### config.mk
export PLATFORM = sky130hd
export DESIGN_NAME = cmh_history_top
export DESIGN_NICKNAME = d
export VERILOG_FILES = /design/src/inc/cmh_pkg.sv /design/src/hdl/cmh_history_list.sv /design/src/hdl/cmh_history_top.sv
export SDC_FILE = /design/constraint.sdc
export NUM_CORES = 1
export LEC_CHECK = 0
export ABC_AREA = 1
export BUFFER_PORTS_ARGS = -buffer_cell sky130_fd_sc_hd__buf_4
export CORE_MARGIN = 2
export CORE_UTILIZATION = 43
export DETAILED_ROUTE_END_ITERATION = 7
export GPL_ROUTABILITY_DRIVEN = 0
export SETUP_SLACK_MARGIN = 0.05
export SYNTH_ARGS = -nofsm -noshare
export SYNTH_HDL_FRONTEND = slang
export SYNTH_SLANG_ARGS = --single-unit
### constraint.sdc
create_clock -name aclk -period 5 [get_ports aclk]
set_input_delay 1.25 -clock aclk [delete_from_list [all_inputs] [get_ports aclk]]
set_output_delay 1.25 -clock aclk [all_outputs]
set_load 0.05 [all_outputs]
### src/inc/cmh_pkg.sv
// constants for the message history list block
// assumes a 32-bit axi4-lite master; byte address is four times the register index
package cmh_pkg;

	// bus geometry
	localparam int ADDR_W = 18;
	localparam int DATA_W = 32;

	// register indices; byte address is the index shifted left by two
	localparam logic [15:0] RX_HIST_IDX     = 16'hFF60;
	localparam logic [15:0] TX_HIST_IDX     = 16'hFF62;
	localparam logic [15:0] LAST_SENT_IDX   = 16'hFF68;
	localparam logic [15:0] LAST_STORED_IDX = 16'hFF6A;
	localparam logic [15:0] CTRL_IDX        = 16'hFF6C;
	localparam logic [15:0] INT_STATUS_IDX  = 16'hFF6E;
	localparam logic [15:0] INT_MASK_IDX    = 16'hFF70;

	// history read register layout
	localparam int HIST_ENTRY_LSB = 8;
	localparam int HIST_EMPTY_BIT = 1;
	localparam int HIST_OVF_BIT   = 0;

	// control register layout and reset value
	localparam int         CTRL_OPMODE_BIT = 0;
	localparam int         CTRL_ABT_BIT    = 1;
	localparam int         CTRL_W          = 2;
	localparam logic [1:0] CTRL_RESET      = 2'h0;

	// interrupt status / mask layout
	localparam int         IRQ_RX_STORE = 0;
	localparam int         IRQ_TX_SENT  = 1;
	localparam int         IRQ_RX_OVF   = 2;
	localparam int         IRQ_TX_OVF   = 3;
	localparam int         IRQ_W        = 4;
	localparam logic [3:0] IRQ_RESET    = 4'h0;

	// list depths and buffer range
	localparam int         RX_DEPTH      = 23;
	localparam int         TX_DEPTH      = 7;
	localparam logic [7:0] ABT_LAST_BUF  = 8'h07;
	localparam logic       EMPTY_RESET   = 1'b1;

	// axi responses
	localparam logic [1:0] RESP_OKAY   = 2'h0;
	localparam logic [1:0] RESP_SLVERR = 2'h2;

	typedef enum logic [2:0] {
		CMH_SEL_NONE,
		CMH_SEL_RX_HIST,
		CMH_SEL_TX_HIST,
		CMH_SEL_LAST_SENT,
		CMH_SEL_LAST_STORED,
		CMH_SEL_CTRL,
		CMH_SEL_INT_STATUS,
		CMH_SEL_INT_MASK
	} cmh_reg_sel_t;

endpackage

### src/hdl/cmh_history_list.sv
// one circular history list of message buffer numbers
// assumes store and pop come from logic on aclk, one cycle pulses
`timescale 1ns/100ps
module cmh_history_list import cmh_pkg::*; #(
	parameter int DEPTH = TX_DEPTH
) (
	// clock and reset
	input  wire logic       aclk,
	input  wire logic       aresetn,
	// control
	input  wire logic       hold_clear,
	input  wire logic       store,
	input  wire logic [7:0] store_buf,
	input  wire logic       pop,
	input  wire logic       clear_ovf,
	// state
	output logic [7:0]      get_entry,
	output logic [7:0]      last_entry,
	output logic            empty,
	output logic            ovf,
	output logic            ovf_rise
);

	localparam int PTR_W = $clog2(DEPTH);
	localparam int CNT_W = $clog2(DEPTH + 1);

	logic [7:0]       mem [DEPTH];
	logic [PTR_W-1:0] put_ptr;
	logic [PTR_W-1:0] get_ptr;
	logic [CNT_W-1:0] count;
	logic             full;
	logic             store_norm;
	logic             store_over;
	logic             pop_ok;

	function automatic logic [PTR_W-1:0] ptr_inc(input logic [PTR_W-1:0] p);
		return (p == PTR_W'(DEPTH - 1)) ? '0 : PTR_W'(p + 1'b1);
	endfunction

	function automatic logic [PTR_W-1:0] ptr_dec(input logic [PTR_W-1:0] p);
		return (p == '0) ? PTR_W'(DEPTH - 1) : PTR_W'(p - 1'b1);
	endfunction

	assign full       = (count == CNT_W'(DEPTH));
	assign store_norm = store && !ovf && !full;
	assign store_over = store && (ovf || full);
	assign pop_ok     = pop && !empty;
	assign ovf_rise   = store && !ovf && (full || (count == CNT_W'(DEPTH - 1) && !pop_ok));
	assign get_entry  = mem[get_ptr];
	assign last_entry = mem[ptr_dec(put_ptr)];

	always_ff @(posedge aclk) begin
		if (store_norm) begin
			mem[put_ptr] <= store_buf;
		end else if (store_over) begin
			mem[ptr_dec(put_ptr)] <= store_buf;
		end
	end

	always_ff @(posedge aclk) begin
		if (!aresetn || hold_clear) begin
			put_ptr <= '0;
			get_ptr <= '0;
			count   <= '0;
		end else begin
			if (store_norm) begin
				put_ptr <= ptr_inc(put_ptr);
			end
			if (pop_ok) begin
				get_ptr <= ptr_inc(get_ptr);
			end
			count <= CNT_W'(count + CNT_W'(store_norm) - CNT_W'(pop_ok));
		end
	end

	// empty flag, store_norm wins over last read
	always_ff @(posedge aclk) begin
		if (!aresetn || hold_clear) begin
			empty <= EMPTY_RESET;
		end else if (store_norm) begin
			empty <= 1'b0;
		end else if (pop_ok && count == CNT_W'(1)) begin
			empty <= 1'b1;
		end
	end

	// overflow flag, set wins over clear
	always_ff @(posedge aclk) begin
		if (!aresetn || hold_clear) begin
			ovf <= 1'b0;
		end else if (ovf_rise) begin
			ovf <= 1'b1;
		end else if (clear_ovf) begin
			ovf <= 1'b0;
		end
	end

endmodule

### src/hdl/cmh_history_top.sv
// message history lists with axi4-lite register slave
// assumes the can engine reports stores and sends as one-cycle pulses on aclk
`timescale 1ns/100ps

module cmh_history_top import cmh_pkg::*; (
	// clock and reset
	input  wire logic              aclk,
	input  wire logic              aresetn,
	// axi write address
	input  wire logic [ADDR_W-1:0] s_axi_awaddr,
	input  wire logic [2:0]        s_axi_awprot,
	input  wire logic              s_axi_awvalid,
	output logic                   s_axi_awready,
	// axi write data
	input  wire logic [DATA_W-1:0] s_axi_wdata,
	input  wire logic [3:0]        s_axi_wstrb,
	input  wire logic              s_axi_wvalid,
	output logic                   s_axi_wready,
	// axi write response
	output logic [1:0]             s_axi_bresp,
	output logic                   s_axi_bvalid,
	input  wire logic              s_axi_bready,
	// axi read address
	input  wire logic [ADDR_W-1:0] s_axi_araddr,
	input  wire logic [2:0]        s_axi_arprot,
	input  wire logic              s_axi_arvalid,
	output logic                   s_axi_arready,
	// axi read data
	output logic [DATA_W-1:0]      s_axi_rdata,
	output logic [1:0]             s_axi_rresp,
	output logic                   s_axi_rvalid,
	input  wire logic              s_axi_rready,
	// can engine events
	input  wire logic              rx_stored_valid,
	input  wire logic [7:0]        rx_stored_buf,
	input  wire logic              tx_sent_valid,
	input  wire logic [7:0]        tx_sent_buf,
	// interrupt
	output logic                   irq
);

	////////////////////////////////////////////////////////////////////////
	// declarations

	logic [ADDR_W-1:0] wr_addr;
	logic              aw_held;
	logic [DATA_W-1:0] wr_data;
	logic [3:0]        wr_strb;
	logic              w_held;
	logic              wr_fire;
	cmh_reg_sel_t      wr_sel;
	logic              wr_low;
	logic              wr_ctrl;
	logic              wr_mask;
	logic              wr_status;
	logic              wr_rx_hist;
	logic              wr_tx_hist;
	logic              ar_fire;
	cmh_reg_sel_t      rd_sel;

	logic [CTRL_W-1:0] ctrl;
	logic              op_mode;
	logic              automatic_block_transmission;
	logic [IRQ_W-1:0]  int_status;
	logic [IRQ_W-1:0]  int_mask;
	logic [IRQ_W-1:0]  int_event;

	logic              rx_store;
	logic              rx_pop;
	logic              rx_clr_ovf;
	logic [7:0]        rx_get_pointer_field;
	logic [7:0]        last_stored_entry;
	logic              rx_history_empty;
	logic              rx_history_overflow;
	logic              rx_ovf_rise;

	logic              tx_store;
	logic              tx_abt_skip;
	logic              tx_pop;
	logic              tx_clr_ovf;
	logic [7:0]        tx_get_pointer_field;
	logic [7:0]        last_sent_entry;
	logic              tx_history_empty;
	logic              tx_history_overflow;
	logic              tx_ovf_rise;

	logic [DATA_W-1:0] next_rdata;
	logic [1:0]        next_rresp;

	////////////////////////////////////////////////////////////////////////
	// address decode, shared by read and write

	function automatic cmh_reg_sel_t decode(input logic [ADDR_W-1:0] a);
		cmh_reg_sel_t s;
		s = CMH_SEL_NONE;
		if (a[1:0] == 2'h0) begin
			unique case (a[ADDR_W-1:2])
				RX_HIST_IDX:     s = CMH_SEL_RX_HIST;
				TX_HIST_IDX:     s = CMH_SEL_TX_HIST;
				LAST_SENT_IDX:   s = CMH_SEL_LAST_SENT;
				LAST_STORED_IDX: s = CMH_SEL_LAST_STORED;
				CTRL_IDX:        s = CMH_SEL_CTRL;
				INT_STATUS_IDX:  s = CMH_SEL_INT_STATUS;
				INT_MASK_IDX:    s = CMH_SEL_INT_MASK;
				default:         s = CMH_SEL_NONE;
			endcase
		end
		return s;
	endfunction

	// formats a history read word: entry, empty, overflow
	function automatic logic [DATA_W-1:0] hist_word(input logic [7:0] e, input logic emp, input logic ov);
		logic [DATA_W-1:0] w;
		w = '0;
		w[HIST_ENTRY_LSB +: 8] = e;
		w[HIST_EMPTY_BIT]      = emp;
		w[HIST_OVF_BIT]        = ov;
		return w;
	endfunction

	////////////////////////////////////////////////////////////////////////
	// write channel: address and data taken in either order

	// one write in flight at a time; bvalid blocks a second fire
	assign wr_fire = aw_held && w_held && !s_axi_bvalid;
	assign wr_sel  = decode(wr_addr);
	assign wr_low  = wr_fire && wr_strb[0];

	// per-register write strobes, byte lane 0 only
	assign wr_ctrl    = wr_low && wr_sel == CMH_SEL_CTRL;
	assign wr_mask    = wr_low && wr_sel == CMH_SEL_INT_MASK;
	assign wr_status  = wr_low && wr_sel == CMH_SEL_INT_STATUS;
	assign wr_rx_hist = wr_low && wr_sel == CMH_SEL_RX_HIST;
	assign wr_tx_hist = wr_low && wr_sel == CMH_SEL_TX_HIST;

	always_ff @(posedge aclk) begin
		if (!aresetn) begin
			aw_held       <= 1'b0;
			s_axi_awready <= 1'b1;
			wr_addr       <= '0;
		end else if (s_axi_awvalid && s_axi_awready) begin
			aw_held       <= 1'b1;
			s_axi_awready <= 1'b0;
			wr_addr       <= s_axi_awaddr;
		end else if (s_axi_bvalid && s_axi_bready) begin
			aw_held       <= 1'b0;
			s_axi_awready <= 1'b1;
		end
	end

	always_ff @(posedge aclk) begin
		if (!aresetn) begin
			w_held       <= 1'b0;
			s_axi_wready <= 1'b1;
			wr_data      <= '0;
			wr_strb      <= '0;
		end else if (s_axi_wvalid && s_axi_wready) begin
			w_held       <= 1'b1;
			s_axi_wready <= 1'b0;
			wr_data      <= s_axi_wdata;
			wr_strb      <= s_axi_wstrb;
		end else if (s_axi_bvalid && s_axi_bready) begin
			w_held       <= 1'b0;
			s_axi_wready <= 1'b1;
		end
	end

	always_ff @(posedge aclk) begin
		if (!aresetn) begin
			s_axi_bvalid <= 1'b0;
			s_axi_bresp  <= RESP_OKAY;
		end else if (wr_fire) begin
			s_axi_bvalid <= 1'b1;
			s_axi_bresp  <= (wr_sel == CMH_SEL_NONE) ? RESP_SLVERR : RESP_OKAY;
		end else if (s_axi_bready) begin
			s_axi_bvalid <= 1'b0;
		end
	end

	////////////////////////////////////////////////////////////////////////
	// control and interrupt registers

	assign op_mode                      = ctrl[CTRL_OPMODE_BIT];
	assign automatic_block_transmission = ctrl[CTRL_ABT_BIT];

	always_ff @(posedge aclk) begin
		if (!aresetn) begin
			ctrl <= CTRL_RESET;
		end else if (wr_ctrl) begin
			ctrl <= wr_data[CTRL_W-1:0];
		end
	end

	always_ff @(posedge aclk) begin
		if (!aresetn) begin
			int_mask <= IRQ_RESET;
		end else if (wr_mask) begin
			int_mask <= wr_data[IRQ_W-1:0];
		end
	end

	always_comb begin
		int_event               = '0;
		int_event[IRQ_RX_STORE] = rx_store;
		int_event[IRQ_TX_SENT]  = tx_store;
		int_event[IRQ_RX_OVF]   = rx_ovf_rise;
		int_event[IRQ_TX_OVF]   = tx_ovf_rise;
	end

	// sticky status, event wins over write-one clear
	always_ff @(posedge aclk) begin
		if (!aresetn) begin
			int_status <= IRQ_RESET;
		end else if (wr_status) begin
			int_status <= (int_status & ~wr_data[IRQ_W-1:0]) | int_event;
		end else begin
			int_status <= int_status | int_event;
		end
	end

	// irq lags status by one cycle so it leaves a flop
	always_ff @(posedge aclk) begin
		if (!aresetn) begin
			irq <= 1'b0;
		end else begin
			irq <= |(int_status & int_mask);
		end
	end

	////////////////////////////////////////////////////////////////////////
	// history lists; init mode holds both empty

	assign rx_store = op_mode && rx_stored_valid;
	assign tx_abt_skip = automatic_block_transmission && tx_sent_buf <= ABT_LAST_BUF;
	assign tx_store    = op_mode && tx_sent_valid && !tx_abt_skip;
	assign rx_clr_ovf = wr_rx_hist && wr_data[HIST_OVF_BIT];
	assign tx_clr_ovf = wr_tx_hist && wr_data[HIST_OVF_BIT];

	cmh_history_list #(
		.DEPTH      (RX_DEPTH)
	) u_rx_list (
		.aclk       (aclk),
		.aresetn    (aresetn),
		.hold_clear (!op_mode),
		.store      (rx_store),
		.store_buf  (rx_stored_buf),
		.pop        (rx_pop),
		.clear_ovf  (rx_clr_ovf),
		.get_entry  (rx_get_pointer_field),
		.last_entry (last_stored_entry),
		.empty      (rx_history_empty),
		.ovf        (rx_history_overflow),
		.ovf_rise   (rx_ovf_rise)
	);

	cmh_history_list #(
		.DEPTH      (TX_DEPTH)
	) u_tx_list (
		.aclk       (aclk),
		.aresetn    (aresetn),
		.hold_clear (!op_mode),
		.store      (tx_store),
		.store_buf  (tx_sent_buf),
		.pop        (tx_pop),
		.clear_ovf  (tx_clr_ovf),
		.get_entry  (tx_get_pointer_field),
		.last_entry (last_sent_entry),
		.empty      (tx_history_empty),
		.ovf        (tx_history_overflow),
		.ovf_rise   (tx_ovf_rise)
	);

	////////////////////////////////////////////////////////////////////////
	// read channel

	assign ar_fire = s_axi_arvalid && s_axi_arready;
	assign rd_sel  = decode(s_axi_araddr);
	// pop at the take; the answer shows the state before it
	// a history read pops one entry unless that list is empty
	assign rx_pop  = ar_fire && rd_sel == CMH_SEL_RX_HIST;
	assign tx_pop  = ar_fire && rd_sel == CMH_SEL_TX_HIST;

	always_comb begin
		next_rdata = '0;
		next_rresp = RESP_OKAY;
		unique case (rd_sel)
			CMH_SEL_RX_HIST:     next_rdata = hist_word(rx_get_pointer_field, rx_history_empty, rx_history_overflow);
			CMH_SEL_TX_HIST:     next_rdata = hist_word(tx_get_pointer_field, tx_history_empty, tx_history_overflow);
			CMH_SEL_LAST_SENT:   next_rdata[7:0] = last_sent_entry;
			CMH_SEL_LAST_STORED: next_rdata[7:0] = last_stored_entry;
			CMH_SEL_CTRL:        next_rdata[CTRL_W-1:0] = ctrl;
			CMH_SEL_INT_STATUS:  next_rdata[IRQ_W-1:0] = int_status;
			CMH_SEL_INT_MASK:    next_rdata[IRQ_W-1:0] = int_mask;
			CMH_SEL_NONE:        next_rresp = RESP_SLVERR;
		endcase
	end

	// reset shows empty set, overflow clear
	always_ff @(posedge aclk) begin
		if (!aresetn) begin
			s_axi_arready <= 1'b1;
			s_axi_rvalid  <= 1'b0;
			s_axi_rdata   <= '0;
			s_axi_rresp   <= RESP_OKAY;
		end else if (ar_fire) begin
			s_axi_arready <= 1'b0;
			s_axi_rvalid  <= 1'b1;
			s_axi_rdata   <= next_rdata;
			s_axi_rresp   <= next_rresp;
		end else if (s_axi_rvalid && s_axi_rready) begin
			s_axi_arready <= 1'b1;
			s_axi_rvalid  <= 1'b0;
		end
	end

endmodule

# Word-level counts from Yosys, hierarchy flattened
# Memory sizes are Yosys's and may differ from the RTL's. A register that Yosys moved wholly into a read port is not among the register bits.
# Cells that the tools add are included.
[word_totals] reg_bits=105 ramBits=240 input_bits=103 output_inout_bits=42 elab_cells=207 mem_count=2
[classes] muxes=57 bitwise=5 reduce_logical=69 add_sub_neg=10 order_cmp=1 n_eq_ne=36
[mem_list] memory="u_rx_list.mem" depth=23 width=8 read_ports=2 rd_clocked_by_memory_dff=1 wr=1 line="cmh_history_list.sv:27" text="logic [7:0] mem [DEPTH];"
[mem_list] memory="u_tx_list.mem" depth=7 width=8 read_ports=2 rd_clocked_by_memory_dff=1 wr=1 line="cmh_history_list.sv:27"
[op_table] op="$eq 16x16->1 const B" count=14
[op_table] op="$pmux 3 s7" count=2
[op_table] op="$logic_and 1x1->1" count=35
[op_table] op="$eq 3x3->1 const B" count=11
[op_table] op="$mux 1" count=32
[op_table] op="$mux 5" count=6
[op_table] op="$mux 3" count=8
[op_table] op="$eq 5x5->1 const B" count=4
[op_table] op="$mux 8" count=2
[op_table] op="$pmux 8 s2" count=1
[op_table] op="$reduce_bool 2->1" count=8
[op_table] op="$reduce_or 8->1" count=2
[op_table] op="$pmux 2 s7" count=1
[op_table] op="$logic_not 1->1" count=12
[op_table] op="$add 5x1->5 const B" count=2
[op_table] op="$eq 3x1->1 const B" count=3
[op_table] op="$eq 3x2->1 const B" count=3
[op_table] op="$logic_not 3->1" count=3
[op_table] op="$and 4x4->4" count=2
[op_table] op="$le 8x3->1 const B" count=1
[op_table] op="$or 4x4->4" count=2
[op_table] op="$pmux 2 s4" count=1
[op_table] op="$pmux 4 s2" count=1
[op_table] op="$add 3x1->3 const B" count=2
[op_table] op="14 further kinds" count=20

# Depth between registers and ports, before layout
[depth] word_depth=12 mapped_depth=20 mapped_depth_nobuf=20

# Cells and area by module
# A second synthesis with hierarchy kept.
[hier_totals] hier_cells=2102 hier_area_um2=17668.2
[modules_own_cells] mod="cmh_history_list at u_rx_list" seq_area_each_um2=5965.7 cells_each=1168 area_each_um2=10734.0 instances=1
[modules_own_cells] mod="cmh_history_list at u_tx_list" seq_area_each_um2=1961.9 cells_each=450 area_each_um2=3727.3 instances=1
[modules_own_cells] mod="cmh_history_top" seq_area_each_um2=1181.1 cells_each=484 area_each_um2=3206.8 instances=1

# Worst setup path after synthesis
# OpenSTA, ideal clock, no wires.
[synth_path] path_kind="in2reg" start="input s_axi_araddr[9]" end="register u_rx_list.count[4]" cell_stages=20 t_required_ps=4930 t_arrival_ps=3434 n_path_buf=0 path_slack_ps=1496 setup_time_ps=70 path_cell_list="inv_2 -> nand2_2 -> nor2_8 -> nand2_2 -> nand2_2 -> inv_1 -> a21oi_1 -> o21ai_0 -> nand2_1 -> nand4_1 -> nor3_1 -> ha_1 -> inv_1 -> ha_1 -> fa_1 -> nand2_1 -> a21oi_1 -> nor2_1 -> or2_2 -> a21oi_1"
[synth_via] elab_chain_len=7 elab_cells_between_ends=13 cone_classes="add/sub: 1; eq/ne: 8; mux: 2; reduce/logical: 2"
[synth_rtl] item="start, declared" line="cmh_history_top.sv:24" text="input wire logic [ADDR_W-1:0] s_axi_araddr,"
[synth_rtl] item="$eq 16x16->1" line="cmh_history_top.sv:97" text="unique case (a[ADDR_W-1:2])"
[synth_rtl] item="$pmux 3 s7 *" line="cmh_history_top.sv:97"
[synth_rtl] item="$mux 3 *" line="cmh_history_top.sv:96" text="if (a[1:0] == 2'h0) begin"
[synth_rtl] item="$eq 3x1->1 *" line="cmh_history_top.sv:280" text="assign rx_pop = ar_fire && rd_sel == CMH_SEL_RX_HIST;"
[synth_rtl] item="$logic_and 1x1->1 *" line="cmh_history_top.sv:280"
[synth_rtl] item="$logic_and 1x1->1 *" line="cmh_history_list.sv:47" text="assign pop_ok = pop && !empty;"
[synth_rtl] item="$sub 5x1->5 *" line="cmh_history_list.sv:72" text="count <= CNT_W'(count + CNT_W'(store_norm) - CNT_W'(pop_ok));"
[synth_rtl] item="end signal, assigned" line="cmh_history_list.sv:72"
[synth_rtl] item="end, declared" line="cmh_history_list.sv:30" text="logic [CNT_W-1:0] count;"
# Mark *: on every way between the ends. The rest lies on a longest branch, timed or not.
# A chain may end at the register's enable or synchronous reset.

# Worst setup path in the final report
[layout_path] start="register u_rx_list.put_ptr[1]" end="memory u_rx_list.mem[20][2] (enable)"
[layout_via] elab_chain_len=3 elab_cells_between_ends=4 cone_classes="add/sub: 1; mux: 2; reduce/logical: 1"
[layout_rtl] item="start, declared" line="cmh_history_list.sv:28" text="logic [PTR_W-1:0] put_ptr;"
[layout_rtl] item="start signal, assigned" line="cmh_history_list.sv:67" text="put_ptr <= ptr_inc(put_ptr);"
[layout_rtl] item="$sub 5x1->5 / $logic_not 5->1 (equally long branches)" line="cmh_history_list.sv:41" text="return (p == '0) ? PTR_W'(DEPTH - 1) : PTR_W'(p - 1'b1);"
[layout_rtl] item="$mux 5" line="cmh_history_list.sv:41"
[layout_rtl] item="$mux 5 (no line) *"
[layout_rtl] item="end, declared" line="cmh_history_list.sv:27"
# Marked as above.

==> metrics.yaml <==
run_status:
  status: "finished, final reports clean"
place:
  dp_slack_ns: 0.9241
  hpwlAfterDp_um: 32940
  port_buffers: 89
  place_area_um2: 17940
yosys:
  yosys_warnings: 0
  synth_top_cells_by_area: "edfxtp_1 43%, dfxtp_1 11%, nand2_1 9.1%, nand3_1 6.2%, o21ai_0 5.4%"
  synth_edf_count: 240
  ys_ff_latch: 335
  yosysUniqueCellTypes: 58
  yosys.area.top_type: "edfxtp_1"
  ys_seq_area_share_pct: 53.84
  ys.flop_type: "edfxtp_1"
  async_flop_share_pct: 0
  synth.avg_cell_area_um2: 8.610
  synth.most_common_cell: "nand2_1"
  synthesis.area_um2: 16920
  synth_cells: 1965
  synth_top_area_share_pct: 42.60
  yosys-top-cells-count: "412 x nand2_1, 240 x edfxtp_1, 211 x nand3_1, 181 x o21ai_0, 162 x nor2_1"
timing:
  period_share_pct: 73.99
  slew_headroom_pct: 21.46
  hold_slack_ns: 0.4659
  skew_ns: 0.02685
  setup_viol: 0
  worst_pin_slew_ns: 1.174
  setup-tns-final_ns: 0
  rsz0062_at_grt: "false"
  finalHoldViolCount: 0
  timing.final.ws_setup_ns: 1.300
  max_freq_mhz: 270.3
  min_period_ns: 3.700
  drv_slew: 0
drt:
  postRouteAntennaNets: 0
  wl_per_cell_um: 19.81
  drt_pass1_iterations: 5
  drt_iter0_markers: 1368
  viasPerCell: 5.692
  finalWirelength_um: 50860
  drc: 0
  via_count: 14612
grt:
  grt_use_total_pct: 24.63
  grt_max_degree: 84
  first_global_vias: 13862
  grt_pass1_wl_um: 78170
  antenna_found_initial: 0
  grt.overflow.total: 0
floorplan:
  die_area_um2: 40950
  core_um2: 38740
  rows: 72
  start_util_pct: 43.68
  boundaryPins: 145
  die_w_um: 202.4
  die_height_um: 202.4
worst_setup_path:
  critical-path-max-stage-delay_ns: 0.91
  crit_required_ns: 5.15
  path_cells: "inv_1 > ha_1 > nand3_4 > nand2_1 > inv_2 > o21ai_0 > inv_1 > nor2_1 > nand2_1 > nor2_1"
  crit_type: "flip-flop to flip-flop"
  path_buf_inv: 3
  crit_family: "simple AND/OR/NAND/NOR gates"
  crit_fanout: 19
  cp_slowest_cell: "nor2_1"
  crit_arrival_ns: 3.85
  cp-end-kind: "flip-flop"
  startpoint_type: "flip-flop"
finish:
  drive_gt1_share_pct: 11.03
  n_antenna_cell: 0
  syn_to_final_growth_pct: 13.27
  design_area_um2: 19160
  nNetsFinal: 2143
clocking:
  cts_setup_buffers: 0
  cts.sink_count: 335
  cts_resized: 0
  cts.path.max_buffers: 3
  cts.clk_slew.worst_paths_ns: 0.06
  cts_max_level: 2
  ctsHoldBuffers: 0
  tritoncts: "built"
  clk_latency_ns: 0.54
  clockRootBuffer: "clkbuf_16"
  cts_buffers: 39
power_and_ir_drop:
  ir_drop_mv: 0.2640
  p_per_area_nw_per_um2: 312.3
  p_leak_uw: 0.007245
worst_hold_path:
  hold_class: "flip-flop to flip-flop"
run:
  drv_cap: 0
[layer usage]
layer  vias up  GRT usage [%]  routed length, µm
li1       6883              -                  -
met4         0          10.92               2122
met2       679          41.25              23930
met3       121          3.966               4466
met1      6929          31.49              20350
met5         -              0                  0
[path summary, 6_finish.rpt]
check,start,to,slack [ns],cells after the start
max,u_rx_list.put_ptr[1],u_rx_list.mem[20][2],1.30,10
min,s_axi_rdata[9],s_axi_rdata[9],0.47,2
max reg2reg,u_rx_list.put_ptr[1],u_rx_list.mem[20][2],1.30,10
min reg2reg,s_axi_rdata[9],s_axi_rdata[9],0.47,2
[logic make-up after synthesis]
family | after synthesis | synth area share, %
other | 1 | 0.02216
buffers and inverters | 287 | 7.033
AOI/OAI and AO/OA | 446 | 14.79
DFF | 335 | 53.84
and+or+nand+nor | 872 | 22.54
adders and majority gates | 20 | 1.568
xor gates and xnor gates | 4 | 0.2071
[report_power, final]
group          switching, µW  internal [µW]
clock                   1120           1630
sequential              15.8           2990
combinational            158           64.2
[flip-flops by register name (all words and copies together), names as in the netlist, 2 cells and up, named ones only]
register           flops
s_axi_rdata           16
u_rx_list.mem        184
int_status             4
u_tx_list.put_ptr      3
u_tx_list.get_ptr      3
u_rx_list.put_ptr      5
int_mask               4
wr_data                4
u_tx_list.mem         56
ctrl                   2
u_tx_list.count        3
wr_addr               18
u_rx_list.count        5
u_rx_list.get_ptr      5
[cell usage in the layout (no fill, tap or decap), drive strengths merged, types with 5 or more instances in the layout]
cell,count
ha,18
clkinv,18
or2,9
edfxtp,240
nor2,171
a211oi,8
nand3,213
nand2,429
nor3,23
nand4,17
clkbuf,49
o21ai,189
a22oi,5
o211ai,46
conb,18
dfxtp,95
a31oi,12
o31ai,5
inv,169
o311ai,5
o221ai,5
buf,114
nand3b,5
a21oi,153
[worst min-delay path, delay by kind of cell, from the launching register on]
kind | cells | cell delay [ns]
AO/OA/AOI/OAI | 1 | 0.05
AND/OR/NAND/NOR | 1 | 0.06
flip-flops | 1 | 0.30
[metrics by stage]
stage,util [%],power (µW),std cells
finish,49.47,5986,2567
global route,49.47,6161,2567
CTS,49.47,6023,2567
detailed placement,46.31,3290,2497
global placement,46.31,3288,2497
floorplan,-,3196,1982
[cell type report]
cell class	count	area, µm²
clock buffers	49	1044
clock inverters	21	180.2
fillers	3675	19570
inverters	170	639.4
multi-input cells	1360	6684
flip-flops and latches	335	9114
well taps	518	648.1
repair buffers	114	855.8
No activity file was read; power rests on OpenSTA's default activity.
